### src/inc/slrc_pkg.sv
// constants for the sleep and retention regulator control block
package slrc_pkg;
	localparam int          SYS_CLK_PERIOD_NS = 50;
	localparam int          REG_CLK_PERIOD_NS = 15625;
	localparam int          TICK_CYCLES       = REG_CLK_PERIOD_NS / SYS_CLK_PERIOD_NS;
	localparam logic [8:0]  TICK_LAST         = 9'(TICK_CYCLES - 1);
	localparam logic [1:0]  SYNC_TICKS        = 2'h3;
	localparam logic [4:0]  CAL_TICKS_LAST    = 5'h0f;

	localparam logic [7:0]  SLEEP_CTRL_IDX    = 8'h53;
	localparam logic [7:0]  POWER_GATE0_IDX   = 8'h64;
	localparam logic [7:0]  RET_CTRL_IDX      = 8'h70;
	localparam logic [7:0]  RET_TRIM_LOW_IDX  = 8'h71;
	localparam logic [7:0]  RET_TRIM_HIGH_IDX = 8'h72;
	localparam logic [11:0] SLEEP_CTRL_ADDR   = {2'h0, SLEEP_CTRL_IDX, 2'h0};
	localparam logic [11:0] POWER_GATE0_ADDR  = {2'h0, POWER_GATE0_IDX, 2'h0};
	localparam logic [11:0] RET_CTRL_ADDR     = {2'h0, RET_CTRL_IDX, 2'h0};
	localparam logic [11:0] RET_TRIM_LOW_ADDR = {2'h0, RET_TRIM_LOW_IDX, 2'h0};
	localparam logic [11:0] RET_TRIM_HIGH_ADDR = {2'h0, RET_TRIM_HIGH_IDX, 2'h0};

	localparam logic [7:0]  SLEEP_CTRL_RST    = 8'h00;
	localparam logic [7:0]  POWER_GATE0_RST   = 8'h00;
	localparam logic [7:0]  TRIM_LOW_RST      = 8'h00;
	localparam logic [7:0]  TRIM_HIGH_RST     = 8'h00;
	localparam logic [7:0]  SLEEP_CTRL_MASK   = 8'h0f;

	localparam int          SLP_ARM_BIT       = 0;
	localparam int          SLP_SEL_LSB       = 1;
	localparam int          CTL_EN_BIT        = 0;
	localparam int          CTL_DONE_BIT      = 1;
	localparam int          CTL_TCO_BIT       = 2;
	localparam int          CTL_ACTIVE_BIT    = 3;
	localparam int          CTL_SHORT_BIT     = 4;
	localparam int          PG_CONV_BIT       = 0;
	localparam int          PG_SER0_BIT       = 1;
	localparam int          PG_SPI_BIT        = 2;
	localparam int          PG_TIM1_BIT       = 3;
	localparam int          PG_AMP_BIT        = 4;
	localparam int          PG_TIM0_BIT       = 5;
	localparam int          PG_TIM2_BIT       = 6;
	localparam int          PG_TWI_BIT        = 7;

	typedef enum logic [2:0] {
		SLRC_SEL_IDLE      = 3'h0,
		SLRC_SEL_ADC_NR    = 3'h1,
		SLRC_SEL_PWR_DOWN  = 3'h2,
		SLRC_SEL_PWR_SAVE  = 3'h3,
		SLRC_SEL_RSVD4     = 3'h4,
		SLRC_SEL_RSVD5     = 3'h5,
		SLRC_SEL_STANDBY   = 3'h6,
		SLRC_SEL_EXT_STBY  = 3'h7
	} slrc_sel_t;

	typedef enum logic [1:0] {
		SLRC_ST_ACTIVE = 2'h0,
		SLRC_ST_WAIT   = 2'h1,
		SLRC_ST_DEEP   = 2'h3,
		SLRC_ST_LIGHT  = 2'h2
	} slrc_state_t;
endpackage
### src/hdl/slrc_top.sv
// sleep select, peripheral power gates and retention regulator calibration
//
// The APB register port was left to the implementer.
`timescale 1ns/1ns
module slrc_top
	import slrc_pkg::*;
(
	input  wire logic        sys_clk,
	input  wire logic        rst_n,
	input  wire logic        psel,
	input  wire logic        penable,
	input  wire logic        pwrite,
	input  wire logic [11:0] paddr,
	input  wire logic [31:0] pwdata,
	output logic             pready,
	output logic [31:0]      prdata,
	output logic             pslverr,
	input  wire logic        startup_done,
	input  wire logic        sleep_instr,
	input  wire logic        wake_req,
	input  wire logic        trim_cmp_high,
	output logic             power_chain_en,
	output logic             retention_on,
	output logic [15:0]      retention_trim,
	output logic             retention_tco,
	output logic             retention_short,
	output logic             sleep_active,
	output logic [2:0]       sleep_mode,
	output logic             gate_two_wire,
	output logic             gate_timer_two,
	output logic             gate_timer_zero,
	output logic             amp_low_current,
	output logic             gate_timer_one,
	output logic             gate_spi_block,
	output logic             gate_serial_zero,
	output logic             gate_converter
);

	function automatic logic is_deep(input logic [2:0] sel);
		is_deep = (sel == SLRC_SEL_PWR_DOWN) || (sel == SLRC_SEL_PWR_SAVE);
	endfunction

	logic        pready_r;
	logic [31:0] prdata_r;
	logic        pslverr_r;
	logic [7:0]  sleep_ctrl_r;
	logic [7:0]  power_gate_reg0_r;
	logic        en_sw_r;
	logic        tco_r;
	logic        short_r;
	logic        done_r;
	logic [7:0]  trim_low_r;
	logic [7:0]  trim_high_r;
	logic [7:0]  high_hold_r;
	logic        high_pend_r;
	logic [1:0]  sync_cnt_r;
	logic        en_app_r;
	logic [15:0] trim_app_r;
	logic        tco_app_r;
	logic        short_app_r;
	logic        trim_valid_r;
	logic [8:0]  tick_cnt_r;
	logic        tick;
	logic [4:0]  cal_cnt_r;
	slrc_state_t state_r;
	slrc_state_t state_nxt;

	logic        acc;
	logic        wr;
	logic        rd_hit;
	logic        wr_ctrl;
	logic        wr_low;
	logic        wr_high;
	logic        cal_run;
	logic        cal_step;
	logic        cal_finish;
	logic        woke;
	logic [15:0] trim_cur;
	logic [7:0]  ctrl_rd;
	logic [31:0] rd_val;

	// answer one cycle into the access phase
	assign acc     = psel && penable && !pready_r;
	assign wr      = psel && penable && pready_r && pwrite && !pslverr_r;
	assign wr_ctrl = wr && (paddr == RET_CTRL_ADDR);
	assign wr_low  = wr && (paddr == RET_TRIM_LOW_ADDR) && !en_sw_r;
	assign wr_high = wr && (paddr == RET_TRIM_HIGH_ADDR) && !en_sw_r;
	assign trim_cur = {trim_high_r, trim_low_r};

	always_comb begin
		ctrl_rd = 8'h00;
		ctrl_rd[CTL_EN_BIT]     = en_sw_r;
		ctrl_rd[CTL_DONE_BIT]   = done_r;
		ctrl_rd[CTL_TCO_BIT]    = tco_r;
		ctrl_rd[CTL_ACTIVE_BIT] = (sync_cnt_r != 2'h0) || (en_app_r != en_sw_r);
		ctrl_rd[CTL_SHORT_BIT]  = short_r;
	end

	always_comb begin
		rd_hit = 1'b1;
		rd_val = 32'h0000_0000;
		if (paddr == SLEEP_CTRL_ADDR) begin
			rd_val = {24'h00_0000, sleep_ctrl_r & SLEEP_CTRL_MASK};
		end else if (paddr == POWER_GATE0_ADDR) begin
			rd_val = {24'h00_0000, power_gate_reg0_r};
		end else if (paddr == RET_CTRL_ADDR) begin
			rd_val = {24'h00_0000, ctrl_rd};
		end else if (paddr == RET_TRIM_LOW_ADDR) begin
			rd_val = {24'h00_0000, trim_low_r};
		end else if (paddr == RET_TRIM_HIGH_ADDR) begin
			rd_val = {24'h00_0000, trim_high_r};
		end else begin
			rd_hit = 1'b0;
		end
	end

	always_ff @(posedge sys_clk or negedge rst_n) begin
		if (!rst_n) begin
			pready_r  <= 1'b0;
			prdata_r  <= 32'h0000_0000;
			pslverr_r <= 1'b0;
		end else begin
			pready_r  <= acc;
			pslverr_r <= acc && !rd_hit;
			if (acc) begin
				prdata_r <= pwrite ? 32'h0000_0000 : rd_val;
			end
		end
	end

	assign pready  = pready_r;
	assign prdata  = prdata_r;
	assign pslverr = pslverr_r;

	always_ff @(posedge sys_clk or negedge rst_n) begin
		if (!rst_n) begin
			sleep_ctrl_r <= SLEEP_CTRL_RST;
		end else if (wr && paddr == SLEEP_CTRL_ADDR) begin
			sleep_ctrl_r <= pwdata[7:0] & SLEEP_CTRL_MASK;
		end
	end

	always_ff @(posedge sys_clk or negedge rst_n) begin
		if (!rst_n) begin
			power_gate_reg0_r <= POWER_GATE0_RST;
		end else if (wr && paddr == POWER_GATE0_ADDR) begin
			power_gate_reg0_r <= pwdata[7:0];
		end
	end

	// clock stop requests, bit 4 the amplifier low current select; the gated blocks keep their state while stopped
	assign gate_two_wire    = power_gate_reg0_r[PG_TWI_BIT];
	assign gate_timer_two   = power_gate_reg0_r[PG_TIM2_BIT];
	assign gate_timer_zero  = power_gate_reg0_r[PG_TIM0_BIT];
	assign amp_low_current  = power_gate_reg0_r[PG_AMP_BIT];
	assign gate_timer_one   = power_gate_reg0_r[PG_TIM1_BIT];
	assign gate_spi_block   = power_gate_reg0_r[PG_SPI_BIT];
	assign gate_serial_zero = power_gate_reg0_r[PG_SER0_BIT];
	assign gate_converter   = power_gate_reg0_r[PG_CONV_BIT];

	// regulator clock rate as a tick; the analog side runs at this pace
	always_ff @(posedge sys_clk or negedge rst_n) begin
		if (!rst_n) begin
			tick_cnt_r <= 9'h000;
		end else if (tick_cnt_r == TICK_LAST) begin
			tick_cnt_r <= 9'h000;
		end else begin
			tick_cnt_r <= tick_cnt_r + 9'h001;
		end
	end
	assign tick = (tick_cnt_r == TICK_LAST);

	always_ff @(posedge sys_clk or negedge rst_n) begin
		if (!rst_n) begin
			en_sw_r <= 1'b1;
			tco_r   <= 1'b0;
			short_r <= 1'b0;
		end else if (wr_ctrl) begin
			en_sw_r <= pwdata[CTL_EN_BIT];
			if (!en_sw_r) begin
				tco_r   <= pwdata[CTL_TCO_BIT];
				short_r <= pwdata[CTL_SHORT_BIT];
			end
		end
	end

	// a high write only parks; the low write commits both unless a control write dropped the parked high or a calibration step takes that cycle
	always_ff @(posedge sys_clk or negedge rst_n) begin
		if (!rst_n) begin
			high_hold_r <= TRIM_HIGH_RST;
			high_pend_r <= 1'b0;
		end else if (wr_high) begin
			high_hold_r <= pwdata[7:0];
			high_pend_r <= 1'b1;
		end else if (wr_low || wr_ctrl) begin
			high_pend_r <= 1'b0;
		end
	end

	assign cal_run    = en_app_r && startup_done &&
	                    (state_r == SLRC_ST_ACTIVE || state_r == SLRC_ST_WAIT);
	assign cal_step   = cal_run && tick;
	assign cal_finish = cal_step && (cal_cnt_r == CAL_TICKS_LAST);
	assign woke       = (state_r == SLRC_ST_DEEP || state_r == SLRC_ST_LIGHT) && wake_req;

	always_ff @(posedge sys_clk or negedge rst_n) begin
		if (!rst_n) begin
			trim_low_r  <= TRIM_LOW_RST;
			trim_high_r <= TRIM_HIGH_RST;
		end else if (cal_step) begin
			// comparator high means retention output above main: raise trim to lower it
			if (trim_cmp_high && trim_cur != 16'hffff) begin
				{trim_high_r, trim_low_r} <= trim_cur + 16'h0001;
			end else if (!trim_cmp_high && trim_cur != 16'h0000) begin
				{trim_high_r, trim_low_r} <= trim_cur - 16'h0001;
			end
		end else if (wr_low) begin
			trim_low_r <= pwdata[7:0];
			if (high_pend_r) begin
				trim_high_r <= high_hold_r;
			end
		end
	end

	always_ff @(posedge sys_clk or negedge rst_n) begin
		if (!rst_n) begin
			cal_cnt_r <= 5'h00;
		end else if (!cal_run || cal_finish) begin
			cal_cnt_r <= 5'h00;
		end else if (cal_step) begin
			cal_cnt_r <= cal_cnt_r + 5'h01;
		end
	end

	// set wins over the clear taken at wake
	always_ff @(posedge sys_clk or negedge rst_n) begin
		if (!rst_n) begin
			done_r <= 1'b0;
		end else if (cal_finish) begin
			done_r <= 1'b1;
		end else if (woke) begin
			done_r <= 1'b0;
		end
	end

	// valid trim exists after a cycle or an ordered software load
	always_ff @(posedge sys_clk or negedge rst_n) begin
		if (!rst_n) begin
			trim_valid_r <= 1'b0;
		end else if (cal_finish || wr_low) begin
			trim_valid_r <= 1'b1;
		end
	end

	// applied on the third tick, so never before two full regulator periods
	always_ff @(posedge sys_clk or negedge rst_n) begin
		if (!rst_n) begin
			sync_cnt_r <= 2'h0;
		end else if (wr_ctrl || wr_low) begin
			sync_cnt_r <= SYNC_TICKS;
		end else if (tick && sync_cnt_r != 2'h0) begin
			sync_cnt_r <= sync_cnt_r - 2'h1;
		end
	end

	always_ff @(posedge sys_clk or negedge rst_n) begin
		if (!rst_n) begin
			en_app_r    <= 1'b1;
			trim_app_r  <= {TRIM_HIGH_RST, TRIM_LOW_RST};
			tco_app_r   <= 1'b0;
			short_app_r <= 1'b0;
		end else if (tick && sync_cnt_r == 2'h1 && !(wr_ctrl || wr_low)) begin
			en_app_r    <= en_sw_r;
			trim_app_r  <= trim_cur;
			tco_app_r   <= tco_r;
			short_app_r <= short_r;
		end else if (cal_step) begin
			trim_app_r  <= trim_cur;
		end
	end

	// sleep sequencing
	always_comb begin
		state_nxt = state_r;
		case (state_r)
			SLRC_ST_ACTIVE: begin
				if (sleep_instr && sleep_ctrl_r[SLP_ARM_BIT]) begin
					if (is_deep(sleep_ctrl_r[SLP_SEL_LSB +: 3])) begin
						state_nxt = trim_valid_r ? SLRC_ST_DEEP : SLRC_ST_WAIT;
					end else begin
						state_nxt = SLRC_ST_LIGHT;
					end
				end
			end
			SLRC_ST_WAIT: begin
				if (wake_req) begin
					state_nxt = SLRC_ST_ACTIVE;
				end else if (trim_valid_r) begin
					state_nxt = SLRC_ST_DEEP;
				end
			end
			SLRC_ST_DEEP: begin
				if (wake_req) begin
					state_nxt = SLRC_ST_ACTIVE;
				end
			end
			SLRC_ST_LIGHT: begin
				if (wake_req) begin
					state_nxt = SLRC_ST_ACTIVE;
				end
			end
			default: begin
				state_nxt = SLRC_ST_ACTIVE;
			end
		endcase
	end

	always_ff @(posedge sys_clk or negedge rst_n) begin
		if (!rst_n) begin
			state_r <= SLRC_ST_ACTIVE;
		end else begin
			state_r <= state_nxt;
		end
	end

	assign power_chain_en  = (state_r != SLRC_ST_DEEP);
	assign retention_on    = (state_r == SLRC_ST_DEEP);
	assign retention_trim  = trim_app_r;
	assign retention_tco   = tco_app_r;
	assign retention_short = short_app_r;
	assign sleep_active    = (state_r != SLRC_ST_ACTIVE);
	assign sleep_mode      = sleep_ctrl_r[SLP_SEL_LSB +: 3];

	AST_CHAIN_HELD: assert property (@(posedge sys_clk) disable iff (!rst_n)
		power_chain_en == 1'b0 |-> trim_valid_r) else $error("power chain off without valid trim");
	AST_RET_SUPPLY: assert property (@(posedge sys_clk) disable iff (!rst_n)
		(state_r == SLRC_ST_DEEP) |-> retention_on && !power_chain_en) else $error("retention not on in deep");
	AST_TRIM_FROZEN: assert property (@(posedge sys_clk) disable iff (!rst_n)
		(state_r == SLRC_ST_DEEP) && !wr_low |=> $stable(trim_app_r)) else $error("trim moved in deep sleep");
	AST_DONE_SET: assert property (@(posedge sys_clk) disable iff (!rst_n)
		cal_finish |=> done_r) else $error("done flag not set");
	AST_WRITE_LOCK: assert property (@(posedge sys_clk) disable iff (!rst_n)
		wr && paddr == RET_TRIM_LOW_ADDR && en_sw_r && !cal_step |=> $stable(trim_low_r))
		else $error("trim written while enabled");
	AST_UNARMED: assert property (@(posedge sys_clk) disable iff (!rst_n)
		state_r == SLRC_ST_ACTIVE && sleep_instr && !sleep_ctrl_r[SLP_ARM_BIT] |=> state_r == SLRC_ST_ACTIVE)
		else $error("slept while unarmed");
	AST_TRIM_UP: assert property (@(posedge sys_clk) disable iff (!rst_n)
		cal_step && trim_cmp_high && trim_cur != 16'hffff |=> trim_cur == $past(trim_cur) + 16'h0001)
		else $error("trim not raised on high output");
	AST_APPLY_LATE: assert property (@(posedge sys_clk) disable iff (!rst_n)
		wr_ctrl |=> $stable(en_app_r) [*1] ##1 (sync_cnt_r != 2'h0)) else $error("write applied too early");
	AST_ACTIVE_FLAG: assert property (@(posedge sys_clk) disable iff (!rst_n)
		sync_cnt_r != 2'h0 |-> ctrl_rd[CTL_ACTIVE_BIT]) else $error("active flag low during sync");
	AST_RSVD_ZERO: assert property (@(posedge sys_clk) disable iff (!rst_n)
		sleep_ctrl_r[7:4] == 4'h0) else $error("reserved sleep bits set");
	AST_GATE_TWI: assert property (@(posedge sys_clk) disable iff (!rst_n)
		wr && paddr == POWER_GATE0_ADDR |=> gate_two_wire == $past(pwdata[PG_TWI_BIT]))
		else $error("two wire gate not following write");
	AST_LONE_HIGH: assert property (@(posedge sys_clk) disable iff (!rst_n)
		wr_high && !cal_step |=> $stable(trim_high_r)) else $error("high trim taken without low write");

endmodule

### config.mk
export PLATFORM = sky130hd
export DESIGN_NAME = slrc_top
export DESIGN_NICKNAME = d
export VERILOG_FILES = /design/src/inc/slrc_pkg.sv /design/src/hdl/slrc_top.sv
export SDC_FILE = /design/constraint.sdc
export NUM_CORES = 1
export LEC_CHECK = 0
export ABC_AREA = 1
export BUFFER_PORTS_ARGS = -buffer_cell sky130_fd_sc_hd__buf_2
export CAP_MARGIN = 30
export CORE_UTILIZATION = 31
export CTS_CLUSTER_DIAMETER = 200
export DETAILED_ROUTE_END_ITERATION = 10
export HOLD_SLACK_MARGIN = 0.02
export MAX_ROUTING_LAYER = met4
export PLACE_DENSITY = 0.61
export REMOVE_ABC_BUFFERS = 1
export SLEW_MARGIN = 20
export SYNTH_ARGS = -nofsm -noshare
export SYNTH_HDL_FRONTEND = slang
export SYNTH_SLANG_ARGS = --single-unit
### constraint.sdc
create_clock -name sys_clk -period 3.2 [get_ports sys_clk]
set_input_delay 0 -clock sys_clk [delete_from_list [all_inputs] [get_ports sys_clk]]
set_output_delay 0 -clock sys_clk [all_outputs]
set_load 0.01 [all_outputs]
==> metrics.cfg, run 1 <==
[status]
status=finished, violations left
violations=design-rule violations

[route]
wl_um=15400
ant_nets=0
drt-initial-drc-count=350
firstDrtPassIters=8
drc=7
via_per_inst=4.68
vias=5369
post_drt_wl_per_cell_um=13.4

[cells_and_area]
n_antenna_cell=0
layout-area-overhead-vs-synth_pct=14.5
instances_no_fill=1146
finish.net_count=973
drive_above_1_share=0.142

[logic_synthesis]
ys_ff_latch=89
synth_top_flop_cell=dfrtp_1
synth_compound_area_frac=0.0655
synthesis.area_um2=5790
synth_area_per_cell_um2=6.87
synthArstFlopShare=1.00
synth-edff-count=0
syn_inst=842
synth_xor_area_frac=0.0227
synthSimpleGateAreaFrac=0.392
synthDistinctLibCells=40
synth_top_family_by_area=simple AND/OR/NAND/NOR gates
yosys-mux-area-fraction=0.00173
synth_warnings=0
yosysSeqAreaShare=0.385
synth-adder-area-share=0.0173

[clocking]
clk_pin_slew_ns=0.07
clock_latency_ns=0.36
cts_root_buf=clkbuf_16
cts_buffers=9
clockBufferDepth=2
tritoncts=done
cts_htree_levels=3
clock_sinks=89

[hold_path]
hp-class=in2reg
holdPathEnd=sleep_ctrl_r[3]
holdCritStartpoint=pwdata[3]
hold_depth=3

[floorplan]
rows=49
core_area_um2=18100
dieArea_um2=19200
initial_utilization=0.319
fp.dieW_um=139
ios=119
die_y_um=139

[setup_path]
max_stage_delay_ns=0.55
cp.depth=12
cp_max_fo=16
start_kind=flip-flop
crit_arrival_ns=2.51
r2r-start=trim_low_r[0]
cp.buffers_inverters=0
reg2reg_slack_ns=0.97
r2r_end=trim_high_r[0]
ff2ff_path_depth=12
slowest_stage=nor2_2
path_common_cell=nand2_1
critPathKind=reg2reg
worstPathCellList=ha_1, nand2_1, nor2_2, nand2_2, nor2_1, nor2_2, nand2_1, nand2_1, nand2_1, nand2_1, nand2_1, nand2_1
worstPathRequired_ns=3.49
setup.worst_path.end_class=flip-flop
cp_top_family=simple AND/OR/NAND/NOR gates

[grt]
overflow=0
grt_pass1_wl_um=25600
grt.total_usage=0.173
use_met1=0.235
grt_max_degree=73
antenna_found_initial=0
grt_use_met3=0.0252
busiest_layer=met2
use_met2=0.256
grt_pass1_vias=4946

[placement]
dp_slack_ns=1.03
portBuffers=70
dpl.cell_count=1118
dp_hpwl_um=11600
gp_congestion=0.905

[sta]
worst_slew_pin_slew_ns=0.715
setup_viol_count_final=0
hold_viol=0
finalCriticalPeriod_ns=2.23
period_share=0.695
rsz0062_at_grt=false
clock_skew_ns=0.0136
relSlewSlack=0.523
hold_slack_ns=0.0756
tns_ns=0
timing.fmax_mhz=449
layout_setup_ws_ns=0.975
finalMaxSlewViolations=0

[power]
p_total_mw=2.43
peakVddDrop_mv=0.245
p_per_area_nw_per_um2=366
leakagePower_nw=3.50

[run]
drv_cap=0

worst max-delay path by stage:
| stage | startpoint | endpoint | slack (ns) |
|---|---|---|---|
| 3_3_place_gp | trim_low_r[1] | trim_high_r[2] | 1.03 |
| 5_1_grt | trim_low_r[0] | trim_high_r[0] | 0.77 |
| 2_1_floorplan | tick_cnt_r[0] | trim_high_r[4] | 1.35 |
| 3_5_place_dp | trim_low_r[0] | trim_high_r[0] | 1.03 |
| 4_1_cts | trim_low_r[0] | trim_high_r[0] | 1.01 |
| 6_report | trim_low_r[0] | trim_high_r[0] | 0.97 |
metrics by stage:
step                cell area (um^2)  utilization
detailed placement              6190        0.341
global placement                6190        0.341
floorplan                       5520            -
global route                    6630        0.365
finish                          6630        0.365
CTS                             6610        0.364
routing by layer:
| layer | up-vias | routed length, um |
|---|---|---|
| met5 | - | 0 |
| met3 | 26 | 808 |
| met2 | 170 | 6600 |
| li1 | 2756 | - |
| met4 | 0 | 376 |
| met1 | 2417 | 7610 |
state kept, by name (all words and copies together), names as in the netlist, 4 cells and up:
name               flops
tick_cnt_r             9
cal_cnt_r              5
prdata                 8
retention_trim        16
power_gate_reg0_r      8
high_hold_r            8
sleep_ctrl_r           4
trim_low_r             8
trim_high_r            8
cell usage after synthesis (all sizes together), types with 4 or more instances:
cell type	number	share of area
inv	83	0.054
buf	47	0.058
nor2	93	0.068
nor3	14	0.015
o21ai	53	0.048
or2	7	0.0076
dfrtp	87	0.38
nand2	311	0.21
nand4	8	0.0087
a21oi	12	0.010
ha	8	0.017
o211ai	4	0.0052
nand3	87	0.080
xor2	13	0.020
kinds of logic (layout without fill, tap and decap cells):
kind of cell / Yosys count / after routing
simple gates: 524 / 524
xor+xnor: 15 / 15
mux: 1 / 1
other cells: 1 / 24
fa+ha+maj: 8 / 8
buf+inv: 133 / 185
flops: 89 / 89
compound gates: 71 / 71
cell usage in the layout (no fill, tap or decap), types with 2 or more instances in the layout:
master         instances
nand2_1              304
clkbuf_16              9
nand2_4                2
conb_1                24
nand4_1                8
dlygate4sd3_1         11
buf_2                 69
nor3_1                12
dfrtp_1               87
o21ai_0               49
nand3_1               83
xor2_1                13
buf_4                  5
o211ai_1               4
and3_1                 2
nand2_2                4
a21oi_1               12
xnor2_1                2
dfstp_2                2
clkinvlp_4             3
ha_1                   8
inv_1                 77
o21ai_1                3
nor2_1                82
nor2_2                 8
clkbuf_8               4
nand3_2                3
nor2_4                 3
inv_2                  5
or2_2                  6
report_power, final:
group	switching, mW	internal (mW)
clock network	0.447	0.611
registers	0.0143	1.14
logic	0.142	0.0731
timing repair:
item / CTS / global route
hold buffers: 11 / 0
resized for setup: 0 / 0
setup buffers: 0 / 0
endpoints found under the hold margin: 90 / 0
setup endpoints to repair: 0 / 0
layout make-up:
cell class,count,area (um^2)
fill,1932,11500
multi-input combinational,643,2980
sequential,89,2230
timing repair buffer,86,513
inverter,83,314
tap,229,287
clock buffer,13,280
clock inverter,3,22.5
tightest hold or removal path: stages:
cell     delay (ns)
buf_2          0.08
inv_1          0.13
o21ai_0        0.18
Power figures use the tool's default switching activity.
==> inputs of run 2 (changes only) <==
==> constraint.sdc (replaced) <==
create_clock -name sys_clk -period 2.32 [get_ports sys_clk]
set_input_delay 0 -clock sys_clk [delete_from_list [all_inputs] [get_ports sys_clk]]
set_output_delay 0 -clock sys_clk [all_outputs]
set_load 0.01 [all_outputs]
==> run 2 against run 1 <==
Compared with the run above: the flow still finishes with violations (design-rule violations); design area is 1.7% higher; maximum frequency is 6.1% higher; sequential share of layout area shrank 0.54 points; largest power group unchanged; wire length grew 4.1%; die area unchanged; largest cell class unchanged.
==> metrics.cfg, run 2 (synthesis gave the netlist of run 1 again) <==
[clocking]
cts_setup_buffers=0  ; unchanged
cts_buffers=9  ; unchanged
clock_sinks=89  ; unchanged
cts_root_buf=clkbuf_16  ; unchanged
tritoncts=done  ; unchanged
clockBufferDepth=2  ; unchanged
cts_htree_levels=3  ; unchanged
clk_pin_slew_ns=0.07  ; about the same
clock_latency_ns=0.36  ; about the same

[setup_path]
r2r-start=trim_low_r[1]  ; was trim_low_r[0]
critical_path.endpoint=trim_high_r[6]  ; was trim_high_r[0]
startpoint=trim_low_r[1]  ; was trim_low_r[0]
worstPathRequired_ns=2.62  ; was 3.49 ns
r2r_end=trim_high_r[6]  ; was trim_high_r[0]
setup.worst_path.end_class=flip-flop  ; unchanged
reg2reg_slack_ns=0.22  ; was 0.97 ns
crit_arrival_ns=2.39  ; was 2.51 ns
cp_max_fo=9  ; was 16
ff2ff_path_depth=11  ; was 12
start_kind=flip-flop  ; unchanged
critPathKind=reg2reg  ; unchanged

[cells_and_area]
layout_common_cells=304 x nand2_1, 86 x dfrtp_1, 83 x nand3_1  ; was 304 x nand2_1, 87 x dfrtp_1, 83 x nand3_1
drive_above_1_share=0.156  ; was 0.142
final_util=0.371  ; was 0.365
final_common_cell=nand2_1  ; unchanged
nFillCells=1948  ; was 1,932
n_antenna_cell=0  ; unchanged
layout-area-overhead-vs-synth_pct=16.5  ; was 14.5%
finish.net_count=987  ; was 973
instances_no_fill=1160  ; was 1,146
largest_reg_flops=16  ; unchanged

[sta]
rsz0062_at_grt=false  ; unchanged
hold_viol=0  ; unchanged
hold_slack_ns=0.0477  ; was 0.0756 ns
clock_skew_ns=0.0106  ; was 0.0136 ns
relSlewSlack=0.646  ; was 0.523
setup_viol_count_final=0  ; unchanged
worst_slew_pin_slew_ns=0.530  ; was 0.715 ns
timing.fmax_mhz=477  ; was 449 MHz
period_share=0.904  ; was 0.695
layout_setup_ws_ns=0.224  ; was 0.975 ns
tns_ns=0  ; unchanged
finalCriticalPeriod_ns=2.10  ; was 2.23 ns
finalMaxSlewViolations=0  ; unchanged

[route]
drc=7  ; unchanged
wl_um=16000  ; was 15,400 um
vias=5404  ; was 5,369
drt-initial-drc-count=334  ; was 350
via_per_inst=4.66  ; was 4.68
ant_nets=0  ; unchanged
firstDrtPassIters=9  ; was 8
post_drt_wl_per_cell_um=13.8  ; was 13.4 um

[grt]
antenna_found_initial=0  ; unchanged
grt_pass1_vias=4989  ; was 4,946
grt.total_usage=0.180  ; was 0.173
overflow=0  ; unchanged
grt_max_degree=39  ; was 73
grt_pass1_wl_um=26400  ; was 25,600 um

[floorplan]
fp.dieW_um=139  ; unchanged
ios=119  ; unchanged
core_area_um2=18100  ; unchanged
dieArea_um2=19200  ; unchanged
die_y_um=139  ; unchanged
initial_utilization=0.319  ; unchanged
rows=49  ; unchanged

[placement]
portBuffers=70  ; unchanged
dpl.cell_count=1134  ; was 1,118
dp_slack_ns=0.249  ; was 1.03 ns
gp_congestion=0.917  ; was 0.905
dp_hpwl_um=12200  ; was 11,600 um

[power]
peakVddDrop_mv=0.338  ; was 0.245 mV
p_per_area_nw_per_um2=506  ; was 366 nW/um^2
leakagePower_nw=3.57  ; was 3.50 nW

[run]
drv_cap=0  ; unchanged

[hold_path]
hold_depth=3  ; unchanged
hp-class=in2reg  ; unchanged

[status]
status=finished, violations left  ; unchanged
violations=design-rule violations  ; unchanged

-- run 2: area by class of cell --
type                    count  area, um^2  share of cell area
clock buffers              11         243              0.0360
well taps                 229         287              0.0425
inverters                  83         314              0.0466
clock inverters             5        62.6             0.00929
multi-input cells         643        2990               0.443
flip-flops and latches     89        2230               0.331
repair buffers            100         616              0.0914
-- run 2: routing by layer --
layer / global-route usage / vias up / wire, um
met1: 0.250 / 2439 / 7960
li1: - / 2781 / -
met2: 0.265 / 162 / 6950
met3: 0.0249 / 22 / 804
met5: - / - / 0
met4: 0.0678 / 0 / 317
-- run 2: worst min path at each step --
stage	from	to	slack (ns)
5_1_grt	pwdata[2]	power_gate_reg0_r[2]	0.05
3_5_place_dp	rst_n	cal_cnt_r[2]	0.01
3_3_place_gp	rst_n	cal_cnt_r[2]	0.009
4_1_cts	pwdata[2]	power_gate_reg0_r[2]	0.04
6_report	pwdata[2]	power_gate_reg0_r[2]	0.05
2_1_floorplan	rst_n	cal_cnt_r[0]	-0.30
-- run 2: worst max-delay path, stage by stage (launching register included) --
cell and delay [ns]:
dfrtp_1 0.46, ha_1 0.28, nand2_1 0.09, nor2_2 0.17
nand2_2 0.12, o21ai_4 0.28, nand3_2 0.13, nand2_4 0.17
inv_4 0.10, nand2_8 0.10, nand2_1 0.06, nand2_1 0.07
-- run 2: power by group --
part           internal, mW  switching (mW)  total [mW]
registers              1.57          0.0190        1.59
clock network         0.870           0.649        1.52
logic                 0.103           0.197       0.300
-- run 2: through the flow --
step | cell area [um^2] | power (mW)
3_3_place_gp | 6330 | 1.91
5_1_grt | 6740 | 3.56
3_5_place_dp | 6330 | 1.91
4_1_cts | 6730 | 3.45
2_1_floorplan | 5520 | 1.78
6_report | 6740 | 3.41
-- run 2: what timing repair did --
action / CTS / global route
resized for setup: 0 / 2
hold endpoints to repair: 66 / 0
hold buffers: 10 / 0
setup endpoints to repair: 0 / 1
==> inputs of run 3 (changes only) <==
--- a/config.mk
+++ b/config.mk
@@ -8,12 +8,12 @@
 export ABC_AREA = 1
 export BUFFER_PORTS_ARGS = -buffer_cell sky130_fd_sc_hd__buf_2
 export CAP_MARGIN = 30
-export CORE_UTILIZATION = 31
+export CORE_UTILIZATION = 55
 export CTS_CLUSTER_DIAMETER = 200
 export DETAILED_ROUTE_END_ITERATION = 10
 export HOLD_SLACK_MARGIN = 0.02
 export MAX_ROUTING_LAYER = met4
-export PLACE_DENSITY = 0.61
+export PLACE_DENSITY = 0.91
 export REMOVE_ABC_BUFFERS = 1
 export SLEW_MARGIN = 20
 export SYNTH_ARGS = -nofsm -noshare
==> constraint.sdc (replaced) <==
create_clock -name sys_clk -period 2.5 [get_ports sys_clk]
set_input_delay 0 -clock sys_clk [delete_from_list [all_inputs] [get_ports sys_clk]]
set_output_delay 0 -clock sys_clk [all_outputs]
set_load 0.01 [all_outputs]
==> run 3 against run 2 <==
Compared with the run above: the flow now finishes without violations; global-route usage up 11 points; flip-flop and latch count unchanged; first-iteration DRC count up 60%; wire length shrank 9.5%; cell count shrank 8.6%; non-clock buffer count down 7; hold slack got worse by 0.024 ns; register-to-register slack better by 0.18 ns; total power shrank 13%; maximum frequency decreased by 0.19%; critical endpoint is now trim_high_r[1]; largest cell class unchanged; largest power group unchanged; highest routed layer unchanged.
==> metrics.cfg, run 3 (synthesis gave the netlist of run 1 again) <==
[status]
status=finished clean  ; was finished, violations left

[setup_path]
cp_top_family=simple AND/OR/NAND/NOR gates  ; unchanged
setup.worst_path.end_class=flip-flop  ; unchanged
worstPathRequired_ns=2.80  ; was 2.62 ns
max_stage_delay_ns=0.48  ; was 0.46 ns
path_common_cell=nand2_1  ; unchanged
critPathKind=reg2reg  ; unchanged
cp_max_fo=9  ; unchanged
slowest_stage=dfrtp_1  ; unchanged
worstPathCellList=ha_1, nand2_1, nor2_2, nand2_2, o21ai_4, nand3_2, nand2_4, inv_4, nand2_8, nand2_1, nand2_1  ; unchanged
start_kind=flip-flop  ; unchanged
crit_arrival_ns=2.40  ; was 2.39 ns
cp.buffers_inverters=1  ; unchanged

[sta]
clock_skew_ns=0.0181  ; was 0.0106 ns
setup_viol_count_final=0  ; unchanged
hold_viol=0  ; unchanged
timing.fmax_mhz=476  ; was 477 MHz
hold_slack_ns=0.0239  ; was 0.0477 ns
tns_ns=0  ; unchanged
finalMaxSlewViolations=0  ; unchanged
rsz0062_at_grt=false  ; unchanged
period_share=0.840  ; was 0.904
finalCriticalPeriod_ns=2.10  ; about the same
worst_slew_pin_slew_ns=0.660  ; was 0.530 ns
relSlewSlack=0.560  ; was 0.646

[placement]
gp_congestion=0.974  ; was 0.917
dp_hpwl_um=10700  ; was 12,200 um
portBuffers=70  ; unchanged
place_area_um2=6140  ; was 6330 um^2

[clocking]
tritoncts=done  ; unchanged
clk_pin_slew_ns=0.10  ; was 0.07 ns
cts_htree_levels=3  ; unchanged
clock_sinks=89  ; unchanged
ctsResizeCount=0  ; unchanged
clockBufferDepth=2  ; unchanged
cts_buffers=9  ; unchanged
cts_setup_buffers=0  ; unchanged
clock_latency_ns=0.37  ; was 0.36 ns
cts_root_buf=clkbuf_8  ; was clkbuf_16

[run]
drv_cap=0  ; unchanged

[grt]
grt_max_degree=54  ; was 39
grt_pass1_vias=5243  ; was 4,989
overflow=0  ; unchanged
grt_pass1_wl_um=24400  ; was 26,400 um
antenna_found_initial=0  ; unchanged
grt.total_usage=0.286  ; was 0.180

[cells_and_area]
drive_above_1_share=0.147  ; was 0.156
nFillCells=918  ; was 1,948
n_antenna_cell=0  ; unchanged
layout_common_cells=304 x nand2_1, 87 x dfrtp_1, 83 x nand3_1  ; was 304 x nand2_1, 86 x dfrtp_1, 83 x nand3_1
largest_reg_flops=16  ; unchanged
finish.net_count=980  ; was 987
final_common_cell=nand2_1  ; unchanged
final_util=0.631  ; was 0.371
layout-area-overhead-vs-synth_pct=12.2  ; was 16.5%
final_cell_area_um2=6490  ; was 6740 um^2

[route]
ant_nets=0  ; unchanged
firstDrtPassIters=5  ; was 9
post_drt_wl_per_cell_um=13.7  ; was 13.8 um
via_per_inst=5.28  ; was 4.66
drt-initial-drc-count=535  ; was 334
drc=0  ; was 7
vias=5593  ; was 5,404
wl_um=14500  ; was 16,000 um

[power]
peakVddDrop_mv=0.340  ; was 0.338 mV
leakagePower_nw=3.50  ; was 3.57 nW
p_per_area_nw_per_um2=459  ; was 506 nW/um^2

[floorplan]
dieArea_um2=10900  ; was 19,200 um^2
rows=37  ; was 49
core_area_um2=10300  ; was 18,100 um^2
ios=119  ; unchanged
fp.dieW_um=105  ; was 139 um
die_y_um=105  ; was 139 um
initial_utilization=0.563  ; was 0.319

[hold_path]
hp-class=in2reg  ; unchanged

==> run 3: per-layer routing <==
layer,GRT usage,up-vias,share of wire
met3,0.0418,34,0.072
li1,-,2754,-
met2,0.452,249,0.46
met1,0.376,2556,0.44
met5,-,-,0
met4,0.0990,0,0.025
==> run 3: through the flow <==
stage | power [mW] | cells | worst slack (ns)
floorplan | 1.65 | 815 | 0.648
global placement | 1.76 | 1033 | 0.484
detailed placement | 1.77 | 1033 | 0.448
CTS | 2.98 | 1060 | 0.428
global route | 3.08 | 1060 | 0.260
finish | 2.98 | 1060 | 0.400
==> run 3: worst paths after layout <==
| kind | end | startpoint | depth (start not counted) | slack [ns] |
|---|---|---|---|---|
| min reg2reg | tick_cnt_r[0] | tick_cnt_r[0] | 1 | 0.47 |
| max reg2reg | trim_high_r[1] | trim_low_r[1] | 11 | 0.40 |
| max in group asynchronous | en_sw_r | rst_n | 3 | 1.57 |
| min | power_gate_reg0_r[3] | pwdata[3] | 3 | 0.02 |
| max | trim_high_r[1] | trim_low_r[1] | 11 | 0.40 |
| min in group asynchronous | trim_low_r[3] | rst_n | 2 | 0.21 |
==> run 3: layout make-up <==
| class | instances | area [um^2] | share of cell area |
|---|---|---|---|
| inverter | 83 | 314 | 0.0484 |
| clock buffer | 10 | 128 | 0.0197 |
| multi-input combinational | 643 | 2980 | 0.459 |
| timing repair buffer | 93 | 553 | 0.0852 |
| clock inverter | 6 | 114 | 0.0175 |
| sequential | 89 | 2230 | 0.344 |
| tap | 136 | 170 | 0.0262 |
==> run 3: repair_timing <==
item	4_1_cts	5_1_grt
hold buffers	11	0
endpoints found under the hold margin	75	0
endpoints found under the setup margin	0	0
==> run 3: where the power goes <==
| part | internal (mW) | switching, mW |
|---|---|---|
| sequential | 1.46 | 0.0205 |
| clock | 0.668 | 0.550 |
| combinational | 0.0945 | 0.185 |
==> run 3: tightest hold or removal path, delay by kind of cell <==
kind / cells / cell delay (ns)
buffers and inverters: 2 / 0.19
AOI/OAI and AO/OA: 1 / 0.17
